[config.mk]
export PLATFORM = sky130hd
export DESIGN_NAME = pit_timer
export DESIGN_NICKNAME = d
export VERILOG_FILES = /design/src/rtl/pit_timer.v
export VERILOG_INCLUDE_DIRS = /design/src /design/src/rtl
export SDC_FILE = /design/constraint.sdc
export NUM_CORES = 1
export LEC_CHECK = 0
export ABC_AREA = 1
export BUFFER_PORTS_ARGS = -buffer_cell sky130_fd_sc_hd__buf_2
export CAP_MARGIN = 10
export CORE_MARGIN = 5
export CORE_UTILIZATION = 52
export CTS_BUF_LIST = sky130_fd_sc_hd__clkbuf_8
export CTS_CLUSTER_SIZE = 20
export DETAILED_ROUTE_END_ITERATION = 8
export PLACE_DENSITY = 0.74
export SYNTH_ARGS = -nofsm -noshare
export SYNTH_HDL_FRONTEND = slang
export SYNTH_SLANG_ARGS = --single-unit
[constraint.sdc]
create_clock -name clk_in -period 1.3 [get_ports clk_in]
set_input_delay 0.13 -clock clk_in [delete_from_list [all_inputs] [get_ports clk_in]]
set_output_delay 0.13 -clock clk_in [all_outputs]
set_load 0.03 [all_outputs]
[src/rtl/pit_defines.vh]
// Constants for the periodic interrupt timer: register map, field layout and reset values.
`ifndef PIT_DEFINES_VH
`define PIT_DEFINES_VH

// ----------------------------------------------------------------------------
// Register offsets
// ----------------------------------------------------------------------------
`define PIT_ADDR_W        16
`define PIT_OFF_STATUS    16'h004b
`define PIT_OFF_CNT_HI    16'h004c
`define PIT_OFF_CNT_LO    16'h004d
`define PIT_OFF_MOD_HI    16'h004e
`define PIT_OFF_MOD_LO    16'h004f

// ----------------------------------------------------------------------------
// Status and control field positions
// ----------------------------------------------------------------------------
`define PIT_BIT_OVF       7
`define PIT_BIT_IRQ_EN    6
`define PIT_BIT_HALT      5
`define PIT_BIT_CLEAR     4
`define PIT_PS_HI         2
`define PIT_PS_LO         0

// ----------------------------------------------------------------------------
// Reset values and constants
// ----------------------------------------------------------------------------
`define PIT_CNT_RESET     16'h0000
`define PIT_MOD_RESET     16'hffff
`define PIT_PS_RESET      3'h0
`define PIT_PS_MAX        3'h6
`define PIT_BYTE_ZERO     8'h00

`endif

[src/rtl/pit_timer.v]
// Periodic interrupt timer: prescaler, 16-bit modulo counter and byte-wide register port.
//
// Decided for this implementation: the address-and-strobe port.
`timescale 1ns/100ps
`default_nettype none
`include "pit_defines.vh"

module pit_timer #(
  parameter CNT_W = 16,
  parameter PS_W  = 6
) (
  // Clock and reset.
  input  wire                   clk_in,
  input  wire                   rstn_in,
  // Register port.
  input  wire [`PIT_ADDR_W-1:0] addr_in,
  input  wire [7:0]             wdata_in,
  input  wire                   wr_in,
  input  wire                   rd_in,
  output reg  [7:0]             rdata_out,
  // System state inputs.
  input  wire                   wait_mode_in,
  input  wire                   stop_mode_in,
  input  wire                   break_in,
  input  wire                   break_flag_clear_enable_in,
  // Interrupt request.
  output reg                    irq_out
);

  // --------------------------------------------------------------------------
  // State
  // --------------------------------------------------------------------------
  reg  [CNT_W-1:0] count;
  reg  [PS_W-1:0]  prescale;
  reg  [2:0]       prescale_select;
  reg              overflow_flag;
  reg              overflow_irq_enable;
  reg              count_halt;
  reg              clear_armed;
  reg  [7:0]       modulo_high;
  reg  [7:0]       modulo_low;
  reg  [7:0]       modulo_high_stage;
  reg              modulo_pending;
  reg  [7:0]       low_latch;
  reg              low_latched;

  wire             bus_ok;
  wire             wr_ok;
  wire             rd_ok;
  wire             clr_write;
  wire             tick;
  wire             run;
  wire             match;
  wire             overflow_event;
  wire             protect;
  wire [CNT_W-1:0] modulo_value;

  // Full-width reset pattern, sliced into bytes so no bits are dropped silently.
  localparam [15:0] modulo_reset = `PIT_MOD_RESET;

  // Selects the prescaler tap; a tap is reached when all lower bits are one.
  function pit_tick;
    input [2:0]      sel;
    input [PS_W-1:0] ps;
    reg   [2:0]      s;
    begin
      s = (sel > `PIT_PS_MAX) ? `PIT_PS_MAX : sel;
      if (s == `PIT_PS_RESET) begin
        pit_tick = 1'b1;
      end else begin
        pit_tick = &(ps | ({PS_W{1'b1}} << s));
      end
    end
  endfunction

  // --------------------------------------------------------------------------
  // Decode
  // --------------------------------------------------------------------------
  // Registers are invisible in wait and stop mode.
  assign bus_ok    = ~wait_mode_in & ~stop_mode_in;
  assign wr_ok     = wr_in & bus_ok;
  assign rd_ok     = rd_in & bus_ok;
  assign protect   = break_in & ~break_flag_clear_enable_in;
  assign clr_write = wr_ok & (addr_in == `PIT_OFF_STATUS) & wdata_in[`PIT_BIT_CLEAR];
  assign run       = ~count_halt & ~break_in & ~stop_mode_in;
  assign tick      = run & pit_tick(prescale_select, prescale);
  assign modulo_value = {modulo_high, modulo_low};
  assign match     = (count == modulo_value);
  // A match on a counting tick is the overflow; held off while modulo is half loaded.
  assign overflow_event = tick & match & ~modulo_pending & ~clr_write;

  // --------------------------------------------------------------------------
  // Prescaler and counter
  // --------------------------------------------------------------------------
  // Count clear zeroes counter and prescaler, also when halt is set in the same write.
  always @(posedge clk_in) begin
    if (!rstn_in) begin
      count    <= `PIT_CNT_RESET;
      prescale <= {PS_W{1'b0}};
    end else if (clr_write) begin
      count    <= `PIT_CNT_RESET;
      prescale <= {PS_W{1'b0}};
    end else if (run) begin
      prescale <= prescale + 1'b1;
      if (tick) begin
        if (match) begin
          count <= `PIT_CNT_RESET;
        end else begin
          count <= count + 1'b1;
        end
      end
    end
  end

  // --------------------------------------------------------------------------
  // Status and control
  // --------------------------------------------------------------------------
  // The flag clear needs an armed read; a new overflow disarms and wins.
  always @(posedge clk_in) begin
    if (!rstn_in) begin
      overflow_flag       <= 1'b0;
      overflow_irq_enable <= 1'b0;
      count_halt          <= 1'b1;
      prescale_select     <= `PIT_PS_RESET;
      clear_armed         <= 1'b0;
    end else begin
      if (wr_ok && addr_in == `PIT_OFF_STATUS) begin
        overflow_irq_enable <= wdata_in[`PIT_BIT_IRQ_EN];
        count_halt          <= wdata_in[`PIT_BIT_HALT];
        prescale_select     <= wdata_in[`PIT_PS_HI:`PIT_PS_LO];
      end
      if (overflow_event) begin
        overflow_flag <= 1'b1;
        clear_armed   <= 1'b0;
      end else if (wr_ok && addr_in == `PIT_OFF_STATUS && !protect) begin
        if (clear_armed && !wdata_in[`PIT_BIT_OVF]) begin
          overflow_flag <= 1'b0;
        end
        clear_armed <= 1'b0;
      end else if (rd_ok && addr_in == `PIT_OFF_STATUS && !protect && overflow_flag) begin
        clear_armed <= 1'b1;
      end
    end
  end

  // --------------------------------------------------------------------------
  // Modulo registers
  // --------------------------------------------------------------------------
  // The high byte is staged and takes effect together with the low byte.
  always @(posedge clk_in) begin
    if (!rstn_in) begin
      modulo_high       <= modulo_reset[15:8];
      modulo_low        <= modulo_reset[7:0];
      modulo_high_stage <= modulo_reset[15:8];
      modulo_pending    <= 1'b0;
    end else if (wr_ok && addr_in == `PIT_OFF_MOD_HI) begin
      modulo_high_stage <= wdata_in;
      modulo_pending    <= 1'b1;
    end else if (wr_ok && addr_in == `PIT_OFF_MOD_LO) begin
      modulo_high    <= modulo_high_stage;
      modulo_low     <= wdata_in;
      modulo_pending <= 1'b0;
    end
  end

  // --------------------------------------------------------------------------
  // Coherent counter read
  // --------------------------------------------------------------------------
  // The first high-byte read latches the low byte; it is released by a low read.
  always @(posedge clk_in) begin
    if (!rstn_in) begin
      low_latch   <= `PIT_BYTE_ZERO;
      low_latched <= 1'b0;
    end else if (rd_ok && addr_in == `PIT_OFF_CNT_HI && !low_latched) begin
      low_latch   <= count[7:0];
      low_latched <= 1'b1;
    end else if (rd_ok && addr_in == `PIT_OFF_CNT_LO) begin
      low_latched <= 1'b0;
    end
  end

  // --------------------------------------------------------------------------
  // Read data and interrupt
  // --------------------------------------------------------------------------
  // Read data stand for one cycle after the strobe and read zero otherwise.
  always @(posedge clk_in) begin
    if (!rstn_in) begin
      rdata_out <= `PIT_BYTE_ZERO;
    end else if (rd_ok) begin
      case (addr_in)
        `PIT_OFF_STATUS: rdata_out <= {overflow_flag, overflow_irq_enable, count_halt,
                                       1'b0, 1'b0, prescale_select};
        `PIT_OFF_CNT_HI: rdata_out <= count[15:8];
        `PIT_OFF_CNT_LO: rdata_out <= low_latched ? low_latch : count[7:0];
        `PIT_OFF_MOD_HI: rdata_out <= modulo_pending ? modulo_high_stage : modulo_high;
        `PIT_OFF_MOD_LO: rdata_out <= modulo_low;
        default:         rdata_out <= `PIT_BYTE_ZERO;
      endcase
    end else begin
      rdata_out <= `PIT_BYTE_ZERO;
    end
  end

  // Level request while flag and enable are both set; masked during a half load.
  always @(posedge clk_in) begin
    if (!rstn_in) begin
      irq_out <= 1'b0;
    end else begin
      irq_out <= overflow_flag & overflow_irq_enable & ~modulo_pending;
    end
  end

endmodule // pit_timer
`default_nettype wire

* After elaboration in Yosys (flattened, before gate mapping)
Index checks and enable logic that the tools add are counted.
Operators by class: mux-type cells 13, bitwise operators 24, reductions and logical operators 26, order comparisons 1, add/subtract/negate cells 2, shift operators 1, equal/unequal tests 6
Operator list (count):
- == test 16 x 7 -> 1 bit (second input constant) | 5
- case mux 8 bit (5 select lines) | 1
- adder 16 x 1 -> 16 bit (second input constant) | 1
- == test 16 bit | 1
- 2-to-1 mux 16 bit | 1
- 2-to-1 mux 8 bit | 2
- AND 1 bit | 14
- logical AND 1 bit | 11
- NOT 1 bit | 9
- 2-to-1 mux 1 bit | 8
- AND reduction 2 bit | 4
- nonzero test 2 bit | 4
- adder 6 x 1 -> 6 bit (second input constant) | 1
- OR 6 bit | 1
- AND reduction 6 bit | 1
- left shift 6 x 3 -> 6 bit (first input constant) | 1
- > comparator 3 bit (second input constant) | 1
- zero test 1 bit | 3
- zero test 3 bit | 1
- 2-to-1 mux 3 bit | 1
- OR reduction 3 bit | 1
- OR reduction 2 bit | 1
Storage, ports and cells: bits in registers 72, input port bits 32, output and inout bits 9, word-level logic and storage cells 88

* Longest topological paths before layout
Gate-level depths: netlist of the first run.
depth after elaboration 12, depth in mapped cells 11, gate-level depth less buffers 10

* Worst setup path after synthesis of the first run
Ideal clock, no wire load.
kind reg2reg, start point register count[1], end point register count[10], buffers on the path 0, data arrival time 1266 ps, setup time 66 ps, path slack -32 ps, period minus slack after synthesis 1332 ps, stages on the path, launching flop included 8, required time 1234 ps, cells stage by stage dfxtp_1 ha_1 nand2_1 nor3_2 nand3_1 o21ai_0 nand2_1 nor2_1
Between the ends: word-level cells in the longest chain between the ends 2
RTL lines:
- start, declared | line pit_timer.v:33 | reg [CNT_W-1:0] count;
- start signal, assigned | line pit_timer.v:98 | count <= `PIT_CNT_RESET;
- start signal, assigned | line pit_timer.v:101 | count <= `PIT_CNT_RESET;
- start signal, assigned | line pit_timer.v:107 | count <= `PIT_CNT_RESET;
- adder 16 x 1 -> 16 bit or == test 16 bit (tied branches) | line pit_timer.v:109, pit_timer.v:88
- 2-to-1 mux 16 bit (*) | line pit_timer.v:106 | if (match) begin
Mark *: on every way between the ends. The rest lies on a longest branch, timed or not. A chain may end at the register's enable or synchronous reset.

* Worst setup path in the final report of the first run
start point register count_halt, end point register count[4]
Between the ends: word-level cells in the longest chain between the ends 5
RTL lines:
- start, declared | line pit_timer.v:38 | reg count_halt;
- start signal, assigned | line pit_timer.v:129 | count_halt <= wdata_in[`PIT_BIT_HALT];
- NOT 1 bit (*) | line pit_timer.v:85 | assign run = ~count_halt & ~break_in & ~stop_mode_in;
- AND 1 bit (*) (2 in series) | line pit_timer.v:85
- AND 1 bit | line pit_timer.v:86 | assign tick = run & pit_tick(prescale_select, prescale);
- AND reduction 2 bit (no line) (*)
Marks and branches as above.

==> results by group, run 1 <==
Hold path
  • Hold WC Path Type: in -> reg

Power and ir drop
  • Design Power: 4.445 mW
  • Cell area power density: 783.7 nW/um^2
  • P_leak: 2.595 nW
  • Maximum vdd drop: 675.4 uV

Clock network
  • Sink Count: 72
  • Htree depth: 3
  • Max Root-Sink Buffers: 2
  • Root buf cell: clkbuf_8
  • Post-cts hold buffer count: 0
  • CTS tree: done
  • Clk slew on worst S/H paths: 90 ps
  • Num CTS Buffers: 9
  • Worst-Skew Late Latency: 360 ps

Routing
  • DR vias: 4584
  • Remaining DRCs: 0
  • Drt wl/cell: 15.52 um
  • Vias per cell: 5.312
  • Initial DRC count: 381
  • Routed Antenna Nets: 0
  • Routed wire length: 13400 um
  • Drt pass-1 iters: 5

Synth
  • Synthesized area: 4024 um^2
  • Async SR Flop Fraction: 0
  • Post-synth net total: 647
  • Mapped Cells: 613
  • Synth warn: 0
  • Seq/Total Area, Yosys: 0.3582
  • Yosys reg bits: 72
  • Yosys cell types: 35
  • Number of synthesized flops with an enable pin: 0
  • Primary FF master, synth: dfxtp_1
  • Avg Synthesized Cell Area: 6.564 um^2

Timing
  • RSZ-0062 raised after global routing: true
  • Slew @ Worst Pin: 310.4 ps
  • Max-slew violation count: 0
  • Final Cycle Share: 1.153
  • Min Hold Slack: 32.32 ps
  • Rel. slew slack: 0.7915
  • Skew final: 15.59 ps
  • Fin crit period: 1498 ps
  • Setup slack after layout: -198.4 ps
  • Final hold viol count: 0
  • Achievable frequency: 667.4 MHz
  • Final Setup Violations: 20

GRT
  • Vias in the first global route: 4471
  • First-pass GRT wire length: 21540 um
  • Pin count of the biggest net entering global routing: 19
  • Initial antenna violation count: 0
  • Grt ovf: 0
  • Total Routing Usage GR: 0.2773

Setup path
  • Critical Path AT: 1770 ps
  • Type of the worst setup path: reg -> reg
  • WP data required: 1570 ps
  • Critical Path Sink Type: flip-flop
  • CP startpoint kind: flip-flop
  • Worst-path fanout max: 7

Die
  • Die width: 97.97 um
  • Core area: 7647 um^2
  • Top Ports: 41
  • Starting Density: 0.5262
  • Die Ht: 97.97 um
  • # rows: 32
  • Die outline area: 9597 um^2

Flow run
  • Max_cap viols: 0

Final layout
  • Most frequent cells in the layout: nand2_1, buf_4, nor2_1, inv_1, dfxtp_1
  • Share of cells above drive strength 1: 0.3377
  • Total Nets Final: 790
  • Final std cells w/o fill: 863
  • N_diodes: 0
  • Area growth from synthesis to layout: 40.95%
  • Most common cell after layout, fill and taps aside: nand2_1

Run status
  • Failing checks: negative setup slack
  • Run status: finished, violations left

Placement
  • Placer Congestion: 0.9354
  • Number of port buffers: 40
  • DP Cell Count: 838
  • HPWL after DPL: 9564 um
[worst max-delay path, cell delays in order (launching register included)]
cell       delay (ps)
dfxtp_2           340
nor2_4            170
nand2_4            80
a21oi_4           130
nand2_2           110
nor2_8            170
clkbuf_16         190
nand3_1            70
a21oi_1           140
[flip-flops by register name (all words and copies together) (netlist names), 3 cells and up]
| name | cells |
|---|---|
| modulo_high | 8 |
| low_latch | 8 |
| modulo_low | 8 |
| prescale_select | 3 |
| rdata_out | 8 |
| modulo_high_stage | 8 |
| prescale | 6 |
| count | 16 |
[worst paths after layout]
check / startpoint / end / slack, ps / cells past startpoint
hold reg to reg: overflow_irq_enable$_SDFFE_PN0P_ / irq_out$_SDFF_PN0_ / 490 / 2
hold / removal: wdata_in[4] / modulo_high_stage[4]$_SDFFE_PN1P_ / 30 / 3
setup / recovery: count_halt$_SDFFE_PN1P_ / count[4]$_SDFFE_PP0P_ / -200 / 8
setup reg to reg: count_halt$_SDFFE_PN1P_ / count[4]$_SDFFE_PP0P_ / -200 / 8
[cells in the mapped netlist (3+ instances only)]
| master | instances | area (um^2) |
|---|---|---|
| a21oi_1 | 39 | 195.2 |
| buf_2 | 7 | 35.03 |
| buf_4 | 3 | 22.52 |
| buf_6 | 4 | 45.04 |
| clkbuf_1 | 5 | 18.77 |
| dfxtp_1 | 72 | 1441 |
| inv_1 | 65 | 244.0 |
| inv_2 | 4 | 15.01 |
| nand2_1 | 159 | 596.8 |
| nand2_2 | 9 | 56.30 |
| nand3_1 | 53 | 265.3 |
| nand3_2 | 4 | 40.04 |
| nand4_1 | 7 | 43.79 |
| nor2_1 | 88 | 330.3 |
| nor2_2 | 4 | 25.02 |
| nor2_4 | 4 | 45.04 |
| nor3_1 | 3 | 15.01 |
| o211ai_1 | 5 | 37.54 |
| o21ai_0 | 28 | 140.1 |
| o21ai_1 | 20 | 100.1 |
| o22ai_1 | 4 | 25.02 |
| xor2_1 | 10 | 87.58 |
[routing by layer]
layer / up-vias / part of all wire / GRT usage
met2: 208 / 0.49 / 0.4639
met3: 40 / 0.071 / 0.05357
met1: 2084 / 0.41 / 0.3532
met4: 0 / 0.031 / 0.1054
li1: 2252 / - / -
met5: - / 0 / 0
[power breakdown]
part	internal, mW	switching [mW]	leakage, nW
registers	2.19	0.00000469	0.586
logic	0.0790	0.122	1.90
clock network	1.14	0.916	0.113
total	3.41	1.04	2.60
[what timing repair did]
action	CTS	global route
buffers inserted	4	3
hold endpoints to repair	0	0
cloned	3	0
pin swaps	6	16
endpoints found under the setup margin	20	26
resized for setup	46	47
[stage by stage]
step                  util  cell area [um^2]  worst slack (ps)  setup TNS [ps]
floorplan                -              4033            -2.429          -2.429
global placement    0.6626              5067            -174.3           -4666
detailed placement  0.6626              5067            -203.7           -6957
CTS                 0.7209              5513            -130.6           -2075
global route        0.7417              5672            -267.2           -4368
finish              0.7417              5672            -198.4           -3024
[final cells by class]
type	instances	area [um^2]
inverter	70	262.8
timing repair buffer	149	1117
clock buffer	10	137.6
multi-input combinational	454	2456
clock inverter	6	90.09
tap	102	127.6
fill	596	1976
sequential	72	1480
[cell families (layout without fill, tap and decap cells)]
logic type	count (synthesis)	after routing	share of synthesized area
buffers and inverters	89	235	0.09546
adder cells (fa/ha/maj)	2	2	0.006218
AND/OR/NAND/NOR	339	341	0.3815
flip-flops	72	72	0.3582
multiplexers	2	2	0.004975
AO/OA/AOI/OAI	98	98	0.1297
XOR/XNOR	11	11	0.02394
(Power assumes the default switching activity.)
==> run 2, diff against run 1 <==
--- a/config.mk
+++ b/config.mk
@@ -7,14 +7,15 @@
 export NUM_CORES = 1
 export LEC_CHECK = 0
 export ABC_AREA = 1
-export BUFFER_PORTS_ARGS = -buffer_cell sky130_fd_sc_hd__buf_2
 export CAP_MARGIN = 10
 export CORE_MARGIN = 5
 export CORE_UTILIZATION = 52
 export CTS_BUF_LIST = sky130_fd_sc_hd__clkbuf_8
 export CTS_CLUSTER_SIZE = 20
 export DETAILED_ROUTE_END_ITERATION = 8
-export PLACE_DENSITY = 0.74
+export DONT_BUFFER_PORTS = 1
+export PLACE_DENSITY = 0.7
+export SETUP_SLACK_MARGIN = 0.2
 export SYNTH_ARGS = -nofsm -noshare
 export SYNTH_HDL_FRONTEND = slang
 export SYNTH_SLANG_ARGS = --single-unit
==> run 2 against run 1 <==
Compared with the run above:
- the run ends with negative hold slack, negative setup slack left
- combinational power shrank 26%
- maximum frequency down 0.55%
- global-route usage decreased by 0.39 points
- wire length increased by 0.80%
- critical path type unchanged
- critical endpoint unchanged
- largest cell class unchanged
==> results by group, run 2 (synthesis gave the netlist of run 1 again) <==
Run status
  • Run status: finished, violations left
  • Failing checks: negative hold slack, negative setup slack

Power and ir drop
  • Sw Pwr: 1.071 mW
  • P_leak: 2.521 nW
  • Combinational power share: 0.034
  • Cell area power density: 775.8 nW/um^2
  • Flop pwr share: 0.495
  • Switch share: 0.2424
  • Internal: 3.347 mW
  • Maximum vdd drop: 525.2 uV
  • Clock group share of total power: 0.472

Routing
  • Drt wl/cell: 16.59 um
  • Drt pass-1 iters: 5
  • Remaining DRCs: 0
  • Vias per cell: 5.483
  • DR vias: 4463
  • Initial DRC count: 295
  • Routed wire length: 13510 um
  • Routed Antenna Nets: 0

Timing
  • Fin crit period: 1507 ps
  • Final Setup Violations: 22
  • Achievable frequency: 663.8 MHz
  • Slew @ Worst Pin: 331.8 ps
  • Final Cycle Share: 1.159
  • Max-slew violation count: 0
  • Rel. slew slack: 0.7785
  • Skew final: 8.528 ps
  • Min Hold Slack: -149.9 ps
  • RSZ-0062 raised after global routing: true
  • Setup slack after layout: -206.6 ps
  • Final hold viol count: 33

GRT
  • Total Routing Usage GR: 0.2734
  • First-pass GRT wire length: 21130 um
  • Pin count of the biggest net entering global routing: 30
  • Grt ovf: 0
  • Vias in the first global route: 4334
  • Initial antenna violation count: 0

Final layout
  • Final instance area: 5695 um^2
  • Biggest register: count
  • N_diodes: 0
  • Total Nets Final: 741
  • Max reg flops: 16
  • Share of cells above drive strength 1: 0.3413
  • Most frequent cells in the layout: nand2_1, buf_4, nor2_1, inv_1, dfxtp_1
  • Final std cells w/o fill: 814
  • Area growth from synthesis to layout: 41.54%
  • Most common cell after layout, fill and taps aside: nand2_1

Placement
  • Placed Area: 4780 um^2
  • Number of port buffers: 0
  • Placer Congestion: 0.8935
  • DP Cell Count: 775
  • HPWL after DPL: 9169 um

Setup path
  • Critical Path Sink Type: flip-flop
  • Reg2reg path depth: 8
  • Buffers & Inverters on Critical Path: 1
  • Worst path slowest cell: dfxtp_2
  • CP startpoint kind: flip-flop
  • Type of the worst setup path: reg -> reg
  • Top delay family on crit path: simple AND/OR/NAND/NOR gates
  • Worst reg2reg endpoint: count[4]$_SDFFE_PP0P_
  • Worst-path fanout max: 7
  • Critical Path AT: 1790 ps
  • WP data required: 1590 ps
  • Crit. path cell count: 8
  • Crit-path max cell delay: 340 ps
  • Worst-path cell chain: nor2_4 > nand2_4 > a21oi_4 > nand2_2 > nor2_8 > buf_6 > nand3_2 > a21oi_2
  • Reg2reg start: count_halt$_SDFFE_PN1P_
  • R2R Setup Slk: -210 ps

Clock network
  • Root buf cell: clkbuf_8
  • Sink Count: 72
  • Max Root-Sink Buffers: 2
  • Post-cts hold buffer count: 8
  • Htree depth: 3
  • Num CTS Buffers: 9
  • CTS tree: done
  • Clk slew on worst S/H paths: 90 ps
  • Worst-Skew Late Latency: 360 ps

Die
  • Top Ports: 41
  • Die width: 97.97 um
  • Starting Density: 0.5262
  • # rows: 32
  • Die outline area: 9597 um^2
  • Die Ht: 97.97 um
  • Core area: 7647 um^2

Hold path
  • Hold depth: 1
  • Hold worst-path end: count_halt$_SDFFE_PN1P_
  • Hold_sp: rstn_in
  • Hold WC Path Type: in -> reg

Flow run
  • Max_cap viols: 0
[run 2: changes by cell type in the layout (fill, tap and decap cells not counted), sizes merged]
cell | before | now
clkinv | 3 | 2
inv | 70 | 71
dlygate4sd3 | 0 | 8
buf | 148 | 92
clkinvlp | 1 | 2
nand3 | 59 | 58
clkbuf | 11 | 10
[run 2: stage by stage]
step | hold slack [ps] | setup TNS, ps | worst slack, ps | util | total power [mW]
floorplan | 256.1 | 0 | 38.59 | - | 2.342
global placement | 220.8 | -3860 | -229.0 | 0.6250 | 2.359
detailed placement | 222.7 | -4206 | -244.2 | 0.6250 | 2.360
CTS | -155.9 | -2101 | -119.5 | 0.7086 | 4.425
global route | -159.8 | -4622 | -290.7 | 0.7448 | 4.542
finish | -149.9 | -2865 | -206.6 | 0.7448 | 4.418
[run 2: timing repair]
action | 4_1_cts | 5_1_grt
setup buffers | 8 | 3
cloned | 3 | 1
pin swaps | 36 | 37
endpoints found under the setup margin | 38 | 41
hold endpoints to repair | 41 | 33
resized for setup | 67 | 66
[run 2: layout make-up]
type                    instances  area, um^2
clock buffers                   9       123.9
well taps                     102       127.6
repair buffers                101       932.1
multi-input cells             453        2664
flip-flops and latches         72        1481
fillers                       579        1952
inverters                      70       262.8
clock inverters                 7       103.9
[run 2: power groups by stage]
stage / Sequential [mW] / Clock (mW) / Combinational [mW]
6_report: 2.19 / 2.08 / 0.149
5_1_grt: 2.19 / 2.20 / 0.159
2_1_floorplan: 2.25 / 0 / 0.0915
3_3_place_gp: 2.25 / 0 / 0.108
3_5_place_dp: 2.25 / 0 / 0.110
4_1_cts: 2.19 / 2.09 / 0.142
[run 2: how the worst max path moves through the flow]
stage	start	end	slack, ps
after global routing	prescale[2]$_SDFFE_PP0P_	count[4]$_SDFFE_PP0P_	-290
after detailed placement	count[2]$_SDFFE_PP0P_	count[6]$_SDFFE_PP0P_	-240
after global placement	count[2]$_SDFFE_PP0P_	count[6]$_SDFFE_PP0P_	-230
after floorplan	count_halt$_SDFFE_PN1P_	count[6]$_SDFFE_PP0P_	40
final	count_halt$_SDFFE_PN1P_	count[4]$_SDFFE_PP0P_	-210
after CTS	count_halt$_SDFFE_PN1P_	count[11]$_SDFFE_PP0P_	-120
[run 2: worst register-to-register path, stage by stage, from the launching register on]
cell and delay, ps:
dfxtp_2 340, nor2_4 150, nand2_4 80, a21oi_4 140
nand2_2 110, nor2_8 180, buf_6 170, nand3_2 90
a21oi_2 170
[run 2: per-layer routing]
layer,GRT usage,share of wire
met5,0,0
met4,0.1459,0.043
met2,0.4571,0.49
met1,0.3363,0.42
met3,0.04429,0.053
